[src/rtl/pump_seq_cfg.svh]
`ifndef PUMP_SEQ_CFG_SVH
`define PUMP_SEQ_CFG_SVH

// ****************************************
// Register offsets
// ****************************************
`define ADDR_W 8
`define REG_MODE 8'h00
`define REG_RUN_TIME 8'h04
`define REG_IDLE_TIME 8'h08
`define REG_BATCH_LOAD 8'h0c
`define REG_KEY_CMD 8'h10
`define REG_STATUS 8'h14

// ****************************************
// Field positions
// ****************************************
`define KEY_START_FWD_BIT 0
`define KEY_START_REV_BIT 1
`define KEY_STOP_BIT 2
`define STAT_RUNNING_BIT 0
`define STAT_REV_BIT 1
`define STAT_REMOTE_BIT 2
`define STAT_REMAIN_LSB 16

// ****************************************
// Reset values
// ****************************************
`define RST_MODE 2'h0
`define RST_RUN_TIME 16'h03e8
`define RST_IDLE_TIME 16'h03e8
`define RST_BATCH_LOAD 16'h000a

// ****************************************
// Timing
// ****************************************
`define MCLK_PERIOD_NS 40
`define TICK_PERIOD_NS 1000000
`define TICK_CYCLES (`TICK_PERIOD_NS / `MCLK_PERIOD_NS)
`define DEBOUNCE_MS 10

`endif

[src/rtl/pump_seq_pkg.sv]
package pump_seq_pkg;

    typedef enum logic [1:0] {
        MODE_MANUAL,
        MODE_TIMED,
        MODE_DOSE,
        MODE_BATCH
    } mode_t;

    typedef enum logic [2:0] {
        ST_IDLE,
        ST_RUN,
        ST_DOSE_ON,
        ST_DOSE_OFF,
        ST_BATCH_ON,
        ST_BATCH_WAIT
    } seq_state_t;

    typedef struct packed {
        logic stop;
        logic start;
        logic rev;
    } key_cmd_t;

    typedef struct packed {
        logic req;
        logic rise;
        logic rev;
    } remote_t;

endpackage

[src/rtl/pump_run_mode_sequencer.sv]
`timescale 1ns/1ns
`include "pump_seq_cfg.svh"

module pump_run_mode_sequencer #(
    parameter int TICK_CYCLES = `TICK_CYCLES,
    parameter int DEB_TICKS = `DEBOUNCE_MS,
    parameter int TIME_W = 16
) (
    input wire logic MCLK_I,
    input wire logic RST_I,
    input wire logic [`ADDR_W-1:0] ADDR_I,
    input wire logic [31:0] WDATA_I,
    input wire logic WSTB_I,
    input wire logic RSTB_I,
    output logic [31:0] RDATA_O,
    input wire logic FWD_RUN_I,
    input wire logic REV_RUN_I,
    output logic RUNNING_O,
    output logic STOPPED_O,
    output logic CLOCKWISE_RUN_O,
    output logic COUNTERCLOCKWISE_RUN_O
);
    import pump_seq_pkg::*;

    localparam int TCW = (TICK_CYCLES > 1) ? $clog2(TICK_CYCLES) : 1;

    // ****************************************
    // Millisecond tick divider
    // ****************************************
    logic [TCW-1:0] tick_cnt;
    logic [TCW-1:0] next_tick_cnt;
    logic tick;
    logic next_tick;

    always_comb begin
        next_tick = 1'b0;
        next_tick_cnt = tick_cnt + TCW'(1);
        if (tick_cnt == TCW'(TICK_CYCLES - 1)) begin
            next_tick_cnt = '0;
            next_tick = 1'b1;
        end
    end

    always_ff @(posedge MCLK_I or posedge RST_I) begin
        if (RST_I) begin
            tick_cnt <= '0;
            tick <= 1'b0;
        end else begin
            tick_cnt <= next_tick_cnt;
            tick <= next_tick;
        end
    end

    // ****************************************
    // Remote inputs
    // ****************************************
    logic [1:0] raw_in;
    logic [1:0] clean_in;
    logic prev_req;
    remote_t rem;

    assign raw_in = {REV_RUN_I, FWD_RUN_I};

    genvar g;
    generate
        for (g = 0; g < 2; g++) begin : g_remote
            remote_input_filter #(
                .DEB_TICKS(DEB_TICKS)
            ) u_filter (
                .clk_i(MCLK_I),
                .rst_i(RST_I),
                .tick_i(tick),
                .raw_i(raw_in[g]),
                .clean_o(clean_in[g])
            );
        end
    endgenerate

    // Forward wins if both contacts close
    assign rem.req = |clean_in;
    assign rem.rev = clean_in[1] & ~clean_in[0];
    assign rem.rise = rem.req & ~prev_req;

    always_ff @(posedge MCLK_I or posedge RST_I) begin
        if (RST_I) begin
            prev_req <= 1'b0;
        end else begin
            prev_req <= rem.req;
        end
    end

    // ****************************************
    // Register file
    // ****************************************
    mode_t mode;
    mode_t next_mode;
    logic [TIME_W-1:0] run_time;
    logic [TIME_W-1:0] next_run_time;
    logic [TIME_W-1:0] idle_time;
    logic [TIME_W-1:0] next_idle_time;
    logic [TIME_W-1:0] batch_load;
    logic [TIME_W-1:0] next_batch_load;
    logic [31:0] next_rdata;
    logic [TIME_W-1:0] remain;
    logic src_remote;
    logic dir_rev;
    key_cmd_t key;

    assign key.stop = WSTB_I && ADDR_I == `REG_KEY_CMD
        && WDATA_I[`KEY_STOP_BIT];
    assign key.start = WSTB_I && ADDR_I == `REG_KEY_CMD
        && (WDATA_I[`KEY_START_FWD_BIT] || WDATA_I[`KEY_START_REV_BIT]);
    assign key.rev = ~WDATA_I[`KEY_START_FWD_BIT];

    always_comb begin
        next_mode = mode;
        next_run_time = run_time;
        next_idle_time = idle_time;
        next_batch_load = batch_load;
        next_rdata = 32'h0;
        if (WSTB_I) begin
            unique case (ADDR_I)
                `REG_MODE: next_mode = mode_t'(WDATA_I[1:0]);
                `REG_RUN_TIME: next_run_time = WDATA_I[TIME_W-1:0];
                `REG_IDLE_TIME: next_idle_time = WDATA_I[TIME_W-1:0];
                `REG_BATCH_LOAD: next_batch_load = WDATA_I[TIME_W-1:0];
                default: ;
            endcase
        end
        if (RSTB_I) begin
            unique case (ADDR_I)
                `REG_MODE: next_rdata[1:0] = mode;
                `REG_RUN_TIME: next_rdata[TIME_W-1:0] = run_time;
                `REG_IDLE_TIME: next_rdata[TIME_W-1:0] = idle_time;
                `REG_BATCH_LOAD: next_rdata[TIME_W-1:0] = batch_load;
                `REG_STATUS: begin
                    next_rdata[`STAT_RUNNING_BIT] = RUNNING_O;
                    next_rdata[`STAT_REV_BIT] = dir_rev;
                    next_rdata[`STAT_REMOTE_BIT] = src_remote;
                    next_rdata[`STAT_REMAIN_LSB +: TIME_W] = remain;
                end
                default: ;
            endcase
        end
    end

    always_ff @(posedge MCLK_I or posedge RST_I) begin
        if (RST_I) begin
            mode <= mode_t'(`RST_MODE);
            run_time <= TIME_W'(`RST_RUN_TIME);
            idle_time <= TIME_W'(`RST_IDLE_TIME);
            batch_load <= TIME_W'(`RST_BATCH_LOAD);
            RDATA_O <= 32'h0;
        end else begin
            mode <= next_mode;
            run_time <= next_run_time;
            idle_time <= next_idle_time;
            batch_load <= next_batch_load;
            RDATA_O <= next_rdata;
        end
    end

    // ****************************************
    // Run sequencer
    // ****************************************
    seq_state_t state;
    seq_state_t next_state;
    logic [TIME_W-1:0] timer;
    logic [TIME_W-1:0] next_timer;
    logic [TIME_W-1:0] next_remain;
    logic next_src_remote;
    logic next_dir_rev;
    logic expire;
    logic dropped;
    logic next_running;

    assign expire = tick && timer <= {{(TIME_W-1){1'b0}}, 1'b1};
    assign dropped = src_remote && !rem.req;

    always_comb begin
        next_state = state;
        next_remain = remain;
        next_src_remote = src_remote;
        next_dir_rev = dir_rev;
        next_timer = timer;
        if (tick && timer != '0) begin
            next_timer = timer - TIME_W'(1);
        end
        if (key.stop) begin
            next_state = ST_IDLE;
        end else if (key.start) begin
            next_src_remote = 1'b0;
            next_dir_rev = key.rev;
            next_timer = run_time;
            unique case (mode)
                MODE_MANUAL: next_state = ST_RUN;
                MODE_TIMED: next_state = ST_RUN;
                MODE_DOSE: next_state = ST_DOSE_ON;
                MODE_BATCH: begin
                    next_remain = batch_load;
                    next_state = (batch_load != '0) ? ST_BATCH_ON : ST_IDLE;
                end
            endcase
        end else begin
            unique case (state)
                ST_IDLE: begin
                    next_timer = run_time;
                    next_src_remote = 1'b1;
                    next_dir_rev = rem.rev;
                    unique case (mode)
                        MODE_MANUAL: begin
                            if (rem.req) next_state = ST_RUN;
                        end
                        MODE_TIMED: begin
                            if (rem.rise) next_state = ST_RUN;
                        end
                        MODE_DOSE: begin
                            if (rem.rise) next_state = ST_DOSE_ON;
                        end
                        MODE_BATCH: begin
                            if (rem.rise) begin
                                if (remain == '0) begin
                                    next_remain = batch_load;
                                end
                                if (remain != '0 || batch_load != '0) begin
                                    next_state = ST_BATCH_ON;
                                end
                            end
                        end
                    endcase
                end
                ST_RUN: begin
                    if (dropped) begin
                        next_state = ST_IDLE;
                    end else if (mode != MODE_MANUAL && expire) begin
                        next_state = ST_IDLE;
                    end
                end
                ST_DOSE_ON: begin
                    if (expire) begin
                        next_timer = idle_time;
                        next_state = dropped ? ST_IDLE : ST_DOSE_OFF;
                    end
                end
                ST_DOSE_OFF: begin
                    if (expire) begin
                        next_timer = run_time;
                        next_state = dropped ? ST_IDLE : ST_DOSE_ON;
                    end
                end
                ST_BATCH_ON: begin
                    if (expire) begin
                        next_timer = idle_time;
                        next_state = ST_BATCH_WAIT;
                    end
                end
                ST_BATCH_WAIT: begin
                    if (expire) begin
                        next_remain = remain - TIME_W'(1);
                        next_timer = run_time;
                        if (remain <= {{(TIME_W-1){1'b0}}, 1'b1}) begin
                            next_state = ST_IDLE;
                        end else if (dropped) begin
                            next_state = ST_IDLE;
                        end else begin
                            next_state = ST_BATCH_ON;
                        end
                    end
                end
                default: next_state = ST_IDLE;
            endcase
        end
        next_running = next_state == ST_RUN || next_state == ST_DOSE_ON
            || next_state == ST_BATCH_ON;
    end

    always_ff @(posedge MCLK_I or posedge RST_I) begin
        if (RST_I) begin
            state <= ST_IDLE;
            timer <= '0;
            remain <= '0;
            src_remote <= 1'b0;
            dir_rev <= 1'b0;
            RUNNING_O <= 1'b0;
            STOPPED_O <= 1'b1;
            CLOCKWISE_RUN_O <= 1'b0;
            COUNTERCLOCKWISE_RUN_O <= 1'b0;
        end else begin
            state <= next_state;
            timer <= next_timer;
            remain <= next_remain;
            src_remote <= next_src_remote;
            dir_rev <= next_dir_rev;
            RUNNING_O <= next_running;
            STOPPED_O <= ~next_running;
            CLOCKWISE_RUN_O <= next_running & ~next_dir_rev;
            COUNTERCLOCKWISE_RUN_O <= next_running & next_dir_rev;
        end
    end
endmodule

[src/rtl/remote_input_filter.sv]
`timescale 1ns/1ns

module remote_input_filter #(
    parameter int DEB_TICKS = 10
) (
    input wire logic clk_i,
    input wire logic rst_i,
    input wire logic tick_i,
    input wire logic raw_i,
    output logic clean_o
);

    localparam int CNT_W = $clog2(DEB_TICKS + 1);

    logic sync_a;
    logic sync_b;
    logic [CNT_W-1:0] cnt;
    logic [CNT_W-1:0] next_cnt;
    logic next_clean;

    // ****************************************
    // Two-flop synchroniser
    // ****************************************
    always_ff @(posedge clk_i or posedge rst_i) begin
        if (rst_i) begin
            sync_a <= 1'b0;
            sync_b <= 1'b0;
        end else begin
            sync_a <= raw_i;
            sync_b <= sync_a;
        end
    end

    // ****************************************
    // Debounce: level must hold for DEB_TICKS
    // ****************************************
    always_comb begin
        next_cnt = cnt;
        next_clean = clean_o;
        if (sync_b == clean_o) begin
            next_cnt = '0;
        end else if (tick_i) begin
            if (cnt == CNT_W'(DEB_TICKS - 1)) begin
                next_clean = sync_b;
                next_cnt = '0;
            end else begin
                next_cnt = cnt + CNT_W'(1);
            end
        end
    end

    always_ff @(posedge clk_i or posedge rst_i) begin
        if (rst_i) begin
            cnt <= '0;
            clean_o <= 1'b0;
        end else begin
            cnt <= next_cnt;
            clean_o <= next_clean;
        end
    end

endmodule

[config.mk]
export PLATFORM = sky130hd
export DESIGN_NAME = pump_run_mode_sequencer
export DESIGN_NICKNAME = d
export VERILOG_FILES = /design/src/rtl/pump_seq_pkg.sv /design/src/rtl/pump_run_mode_sequencer.sv /design/src/rtl/remote_input_filter.sv
export VERILOG_INCLUDE_DIRS = /design/src /design/src/rtl
export SDC_FILE = /design/constraint.sdc
export NUM_CORES = 1
export LEC_CHECK = 0
export ABC_AREA = 1
export BUFFER_PORTS_ARGS = -buffer_cell sky130_fd_sc_hd__buf_2
export CORE_MARGIN = 1.5
export CORE_UTILIZATION = 45
export DETAILED_ROUTE_END_ITERATION = 7
export HOLD_SLACK_MARGIN = 0.1
export PLACE_DENSITY_LB_ADDON = 0.3
export SKIP_CTS_REPAIR_TIMING = 1
export SYNTH_ARGS = -nofsm -noshare
export SYNTH_HDL_FRONTEND = slang
export SYNTH_SLANG_ARGS = --single-unit
export TNS_END_PERCENT = 20
[constraint.sdc]
create_clock -name MCLK_I -period 5.65 [get_ports MCLK_I]
set_clock_uncertainty 0.1 [all_clocks]
set_input_delay 0.2825 -clock MCLK_I [delete_from_list [all_inputs] [get_ports MCLK_I]]
set_output_delay 0.2825 -clock MCLK_I [all_outputs]
set_load 0.02 [all_outputs]
==> results of run 1 <==
==> power breakdown <==
group	internal [W]	switching, W
clock	0.000676	0.000455
sequential	0.00121	0.0000925
combinational	0.000236	0.000466
total	0.00212	0.00101
==> worst max path at each step <==
| stage | to | slack, ps | cells after the start |
|---|---|---|---|
| finish | timer[0] | 2920 | 10 |
| global route | timer[0] | 2670 | 10 |
| CTS | timer[0] | 2940 | 10 |
| detailed placement | batch_load[12] | 2830 | 6 |
| global placement | batch_load[2] | 2860 | 6 |
| floorplan | CLOCKWISE_RUN_O | 1140 | 1 |
==> cell families (layout without fill, tap and decap cells) <==
logic type               count (synthesis)  count (layout)  synth area share (%)
AND/OR/NAND/NOR                        464             464                  24.8
buffers and inverters                  187             275                  9.07
AO/OA/AOI/OAI                          186             186                  13.5
flip-flops                             154             154                  48.7
XOR/XNOR                                20              20                  2.20
adder cells (fa/ha/maj)                 11              11                  1.73
==> Yosys cell counts, types with 3 or more instances <==
master    number
a21oi_1       19
a31oi_1        7
buf_2          7
clkbuf_1      15
dfrtp_1      139
dfstp_2       15
ha_1          11
inv_1        157
inv_2          3
nand2_1      252
nand2_2        6
nand3_1       36
nand4_1        7
nor2_1       118
nor2_2        10
nor2_4         3
nor3_1        15
nor4_1         6
o211ai_1       9
o21a_1         4
o21ai_0      106
o21ai_1        4
o221ai_1       9
o22ai_1       14
or2_2          3
xnor2_1        4
xor2_1        16
==> sequential cells by signal, indices dropped and copies added, names as in the netlist, 2 cells and up <==
register                   flops
remain                        16
batch_load                    16
mode                           2
g_remote.u_filter.sync_b       2
g_remote.u_filter.cnt          8
g_remote.u_filter.clean_o      2
g_remote.u_filter.sync_a       2
state                          3
idle_time                     16
RDATA_O                       32
run_time                      16
timer                         16
tick_cnt                      15
==> final cells by class <==
cell class,count,area [µm²]
fillers,1641,8120
flip-flops and latches,154,3870
multi-input cells,681,3350
inverters,163,619
repair buffers,80,473
clock buffers,22,464
well taps,225,282
clock inverters,10,118
==> through the flow <==
step                      area [µm²]  utilization [%]  total power (W)  std cells
after global placement          8460             48.9          0.00200       1289
after global routing            9180             53.1          0.00333       1335
after CTS                       9040             52.3          0.00315       1321
after floorplan                 7940                -          0.00184       1022
after detailed placement        8460             48.9          0.00201       1289
final                           9180             53.1          0.00314       1335
==> critical path: stages, from the launching register on <==
cell and delay [ps]:
dfrtp_1 370, inv_1 90, ha_1 230, o21ai_0 160, inv_1 80, nand3_4 160
nor2_1 90, nor2_1 720, inv_1 170, a32oi_1 300, o32ai_1 120
==> layer usage <==
metal,part of all wire (%),vias up
met5,0,-
met4,2.2,0
met3,4.5,35
met2,46,170
met1,47,3252
li1,-,3421
==> qor.json, run 1 <==
{
  "outcome": {"value": "completed"},
  "cp_max_fo": {"value": 11},
  "synth.yosys.warnings": {"value": 0},
  "flow.area_growth_from_synthesis": {"value": 15.5, "unit": "%"},
  "fin_worst_hold_slack": {"value": 87.8, "unit": "ps"},
  "initial_antenna_violation_count": {"value": 0},
  "endpoint_with_the_worst_hold_slack": {"value": "run_time[13]"},
  "cts_tree": {"value": "yes"},
  "hold_path_startpoint": {"value": "WDATA_I[13]"},
  "detail_route.drc_violations": {"value": 0},
  "num_io_pins": {"value": 82},
  "area_leader_netlist": {"value": "dfrtp_1"},
  "gpl.final_weighted_congestion": {"value": 0.887},
  "number_of_endpoints_failing_setup_at_the_final_stage": {"value": 0},
  "timing.max_slew.rel_slack": {"value": 35.2, "unit": "%"},
  "floorplan.die.height": {"value": 136, "unit": "µm"},
  "regToRegStartpoint": {"value": "timer[0]"},
  "report.final.hold_viol_count": {"value": 0},
  "synth_seq_area_share": {"value": 48.7, "unit": "%"},
  "timing_max_transition_violations_final": {"value": 0},
  "hold_depth": {"value": 3},
  "globalRoute.busiestLayer": {"value": "met2"},
  "timing.fmax": {"value": 367, "unit": "MHz"},
  "worst_setup_path_start_kind": {"value": "flip-flop"},
  "area_fraction_of_the_dominant_cell_type_after_synthesis": {"value": 43.8, "unit": "%"},
  "clk_root_buffer_cell": {"value": "clkbuf_16"},
  "detailedPlacementHpwl": {"value": 13600, "unit": "µm"},
  "num_rows": {"value": 48},
  "worst-slew-pin-transition": {"value": 970, "unit": "ps"},
  "gr-total-overflow": {"value": 0},
  "grt_setup_unrepaired": {"value": "no"},
  "powerDensity": {"value": 342, "unit": "mW/mm²"},
  "nets": {"value": 1154},
  "pre_cts_ws": {"value": 2830, "unit": "ps"},
  "route.detailed.vias_per_inst": {"value": 5.15},
  "hold_path.class": {"value": "in2reg"},
  "post_synth_net_total": {"value": 1079},
  "clk_transition_reported_paths": {"value": 60, "unit": "ps"},
  "cp.arrival": {"value": 2920, "unit": "ps"},
  "postSynth.topFlopCell": {"value": "dfrtp_1"},
  "synth.area.top_cells": {"value": "dfrtp_1, nand2_1, inv_1, o21ai_0, nor2_1"},
  "p_leak": {"value": 4.67, "unit": "nW"},
  "netlist_instances": {"value": 1022},
  "synth_area_per_cell": {"value": 7.77, "unit": "µm²"},
  "maxCapViolations": {"value": 0},
  "clock_latency": {"value": 430, "unit": "ps"},
  "timing.rr.end": {"value": "timer[0]"},
  "grt.met1_usage": {"value": 30.4, "unit": "%"},
  "first_global_vias": {"value": 6439},
  "drtAntennaViolNets": {"value": 0},
  "track_usage": {"value": 22.0, "unit": "%"},
  "grt_first_pass_wirelength": {"value": 31800, "unit": "µm"},
  "summed_instance_area_of_the_synthesized_netlist": {"value": 0.00794, "unit": "mm²"},
  "synth_edf_count": {"value": 0},
  "final_common_cell": {"value": "nand2_1"},
  "drt_pass1_iterations": {"value": 4},
  "async_flop_share": {"value": 100, "unit": "%"},
  "final_layout_size_suffix_gt1_share": {"value": 13.0, "unit": "%"},
  "peak_ir_drop_on_the_vdd_network": {"value": 0.259, "unit": "mV"},
  "insertedDiodeCount": {"value": 0},
  "dieArea": {"value": 0.0185, "unit": "mm²"},
  "initial_utilization": {"value": 45.9, "unit": "%"},
  "port-buffer-count": {"value": 65},
  "cts.sinks": {"value": 154},
  "number_of_cts_inserted_buffers": {"value": 17},
  "worst_slack": {"value": 2920, "unit": "ps"},
  "postSynthRegisterBits": {"value": 154},
  "reg2reg_setup_slack": {"value": 2920, "unit": "ps"},
  "routedWlPerCell": {"value": 14.1, "unit": "µm"},
  "timing.setup.critical_path_class": {"value": "reg2reg"},
  "met2_usage": {"value": 34.4, "unit": "%"},
  "grt_max_degree": {"value": 95},
  "critical_path.endpoint_type": {"value": "flip-flop"},
  "synth_cell_types": {"value": 49},
  "fp.coreArea": {"value": 0.0173, "unit": "mm²"},
  "crit_path_start": {"value": "timer[0]"},
  "timing.final.crit_share": {"value": 48.3, "unit": "%"},
  "most-common-layout-cells": {"value": "nand2_1, inv_1, dfrtp_1"},
  "die_width": {"value": 136, "unit": "µm"},
  "r2r_cells": {"value": 10},
  "routed_wl": {"value": 18900, "unit": "µm"},
  "clock_tree.htree_level_count": {"value": 4},
  "final_period_minus_worst_setup_slack": {"value": 2730, "unit": "ps"},
  "clock_path_buffers": {"value": 2},
  "vias": {"value": 6878},
  "grt_util_met3": {"value": 4.36, "unit": "%"},
  "required": {"value": 5840, "unit": "ps"},
  "drt_iter0_markers": {"value": 409},
  "setup-tns-final": {"value": 0, "unit": "ps"}
}
Note: power is estimated with default switching activity, not from simulation.
==> inputs of run 2 (changes only) <==
==> constraint.sdc (replaced) <==
create_clock -name MCLK_I -period 2.7 [get_ports MCLK_I]
set_clock_uncertainty 0.1 [all_clocks]
set_input_delay 0.135 -clock MCLK_I [delete_from_list [all_inputs] [get_ports MCLK_I]]
set_output_delay 0.135 -clock MCLK_I [all_outputs]
set_load 0.02 [all_outputs]
==> run 2 against run 1 <==
  * Design area increased by 1.9%
  * Routed wire length up 0.54%
  * Global-route usage down 0.46 points
  * Clock power up 100%
  * Clock-buffer cell count rose by 1
  * Total power increased by 110%
  * Register-to-register slack lost 2500 ps
  * Hold slack improved by 2.9 ps
  * Largest cell class unchanged
==> qor.json, run 2 (same netlist as run 1, synthesis figures left out) <==
{
  "clk_transition_reported_paths": {"value": 60, "unit": "ps"},
  "initial_antenna_violation_count": {"value": 0},
  "p_leak": {"value": 4.74, "unit": "nW"},
  "initial_utilization": {"value": 45.9, "unit": "%"},
  "final_common_cell": {"value": "nand2_1"},
  "hold_depth": {"value": 4},
  "r2r_cells": {"value": 12},
  "most-common-layout-cells": {"value": "nand2_1, inv_1, dfrtp_1"},
  "crit_slowest_cell": {"value": "dlygate4sd3_1"},
  "hold_path.class": {"value": "in2reg"},
  "crit_path_cell_trace": {"value": "dlygate4sd3_1 > buf_2 > nor4_1 > dlygate4sd3_1 > nand2_1 > a21oi_1 > dlygate4sd3_1"},
  "timing.max_slew.rel_slack": {"value": 42.1, "unit": "%"},
  "route.detailed.vias_per_inst": {"value": 5.12},
  "drt_iter0_markers": {"value": 482},
  "reg2reg_setup_slack": {"value": 410, "unit": "ps"},
  "num_rows": {"value": 48},
  "routedWlPerCell": {"value": 14.0, "unit": "µm"},
  "maxCapViolations": {"value": 0},
  "fin_worst_hold_slack": {"value": 90.7, "unit": "ps"},
  "power_total": {"value": 0.00651, "unit": "W"},
  "clk_root_buffer_cell": {"value": "clkbuf_16"},
  "cp.arrival": {"value": 2690, "unit": "ps"},
  "nets": {"value": 1173},
  "drt_pass1_iterations": {"value": 6},
  "gpl.final_weighted_congestion": {"value": 0.888},
  "timing.final.crit_share": {"value": 89.8, "unit": "%"},
  "grt_util_met3": {"value": 5.26, "unit": "%"},
  "required": {"value": 2960, "unit": "ps"},
  "setup-tns-final": {"value": 0, "unit": "ps"},
  "timing.rr.end": {"value": "remain[14]"},
  "hold_path_startpoint": {"value": "ADDR_I[2]"},
  "worst_setup_path_start_kind": {"value": "input port"},
  "outcome": {"value": "completed"},
  "critical_path.endpoint_type": {"value": "flip-flop"},
  "timing.fmax": {"value": 412, "unit": "MHz"},
  "regToRegStartpoint": {"value": "remain[0]"},
  "largest_register_ffs": {"value": 32},
  "clock_latency": {"value": 430, "unit": "ps"},
  "dieArea": {"value": 0.0185, "unit": "mm²"},
  "grt_first_pass_wirelength": {"value": 31500, "unit": "µm"},
  "peak_ir_drop_on_the_vdd_network": {"value": 0.546, "unit": "mV"},
  "first_global_vias": {"value": 6529},
  "floorplan.die.height": {"value": 136, "unit": "µm"},
  "worst-slew-pin-transition": {"value": 866, "unit": "ps"},
  "globalRoute.busiestLayer": {"value": "met2"},
  "num_io_pins": {"value": 82},
  "crit_path_start": {"value": "ADDR_I[3]"},
  "final_period_minus_worst_setup_slack": {"value": 2430, "unit": "ps"},
  "grt_setup_unrepaired": {"value": "no"},
  "port-buffer-count": {"value": 65},
  "crit_path_max_incr_delay": {"value": 630, "unit": "ps"},
  "clock_tree.htree_level_count": {"value": 4},
  "cts_tree": {"value": "yes"},
  "timing.setup.critical_path_class": {"value": "in2reg"},
  "number_of_cts_inserted_buffers": {"value": 17},
  "vias": {"value": 6939},
  "insertedDiodeCount": {"value": 0},
  "number_of_endpoints_failing_setup_at_the_final_stage": {"value": 0},
  "die_width": {"value": 136, "unit": "µm"},
  "met2_usage": {"value": 35.5, "unit": "%"},
  "report.final.hold_viol_count": {"value": 0},
  "cp_max_fo": {"value": 3},
  "gr-total-overflow": {"value": 0},
  "timing_max_transition_violations_final": {"value": 0},
  "endpoint_with_the_worst_hold_slack": {"value": "RDATA_O[2]"},
  "flow.area_growth_from_synthesis": {"value": 17.8, "unit": "%"},
  "clock_path_buffers": {"value": 2},
  "detail_route.drc_violations": {"value": 0},
  "powerDensity": {"value": 696, "unit": "mW/mm²"},
  "grt.met1_usage": {"value": 28.2, "unit": "%"},
  "grt_max_degree": {"value": 70},
  "path_common_cell": {"value": "dlygate4sd3_1"},
  "drtAntennaViolNets": {"value": 0},
  "fp.coreArea": {"value": 0.0173, "unit": "mm²"},
  "cts.sinks": {"value": 154},
  "track_usage": {"value": 21.6, "unit": "%"},
  "top_register": {"value": "RDATA_O"},
  "final_layout_size_suffix_gt1_share": {"value": 13.6, "unit": "%"},
  "detailedPlacementHpwl": {"value": 13900, "unit": "µm"},
  "routed_wl": {"value": 19000, "unit": "µm"}
}
[run 2: cell count changes in the layout (fill, tap and decap cells not counted)]
cell / previous run / this run
buf_12: 0 / 2
buf_4: 1 / 9
bufinv_16: 2 / 1
clkbuf_8: 2 / 3
clkinv_2: 3 / 1
clkinv_4: 1 / 0
clkinvlp_4: 1 / 6
dlygate4sd3_1: 14 / 23
inv_6: 4 / 2
[run 2: worst max-delay path: cells and delay by family]
kind                   cells  cell delay [ps]
buffers and inverters      4             1860
AND/OR/NAND/NOR            2              570
AO/OA/AOI/OAI              1              130
[run 2: how the worst max path moves through the flow]
stage | slack, ps | to | depth (start not counted)
CTS | 450 | remain[5] | 10
finish | 270 | RDATA_O[0] | 7
floorplan | 530 | CLOCKWISE_RUN_O | 1
detailed placement | 480 | remain[14] | 12
global route | 140 | timer[2] | 10
global placement | 500 | remain[14] | 12
[run 2: where the power goes]
| group | internal [W] | switching, W | leakage [nW] | total (W) |
|---|---|---|---|---|
| combinational | 0.000510 | 0.000981 | 2.44 | 0.00149 |
| clock | 0.00135 | 0.000947 | 0.262 | 0.00229 |
| sequential | 0.00253 | 0.000196 | 2.03 | 0.00273 |
[run 2: layout make-up]
cell class	instances	area, µm²
repair buffers	99	663
multi-input cells	681	3350
well taps	225	282
clock buffers	23	478
clock inverters	9	90.1
fillers	1644	7940
flip-flops and latches	154	3870
inverters	163	618
[run 2: per-stage QoR]
step / setup slack, ps / cells / utilization [%] / instance area, µm²
floorplan: 532 / 1022 / - / 7950
global placement: 500 / 1299 / 49.5 / 8560
detailed placement: 480 / 1299 / 49.5 / 8560
CTS: 453 / 1331 / 52.7 / 9120
global route: 140 / 1354 / 54.1 / 9350
finish: 274 / 1354 / 54.1 / 9350
[run 2: layer usage]
metal  vias to the layer above  wire length [µm]
met5                         -                 0
met1                      3300              8650
met2                       160              9090
met4                         0               277
met3                        23               954
li1                       3456                 -
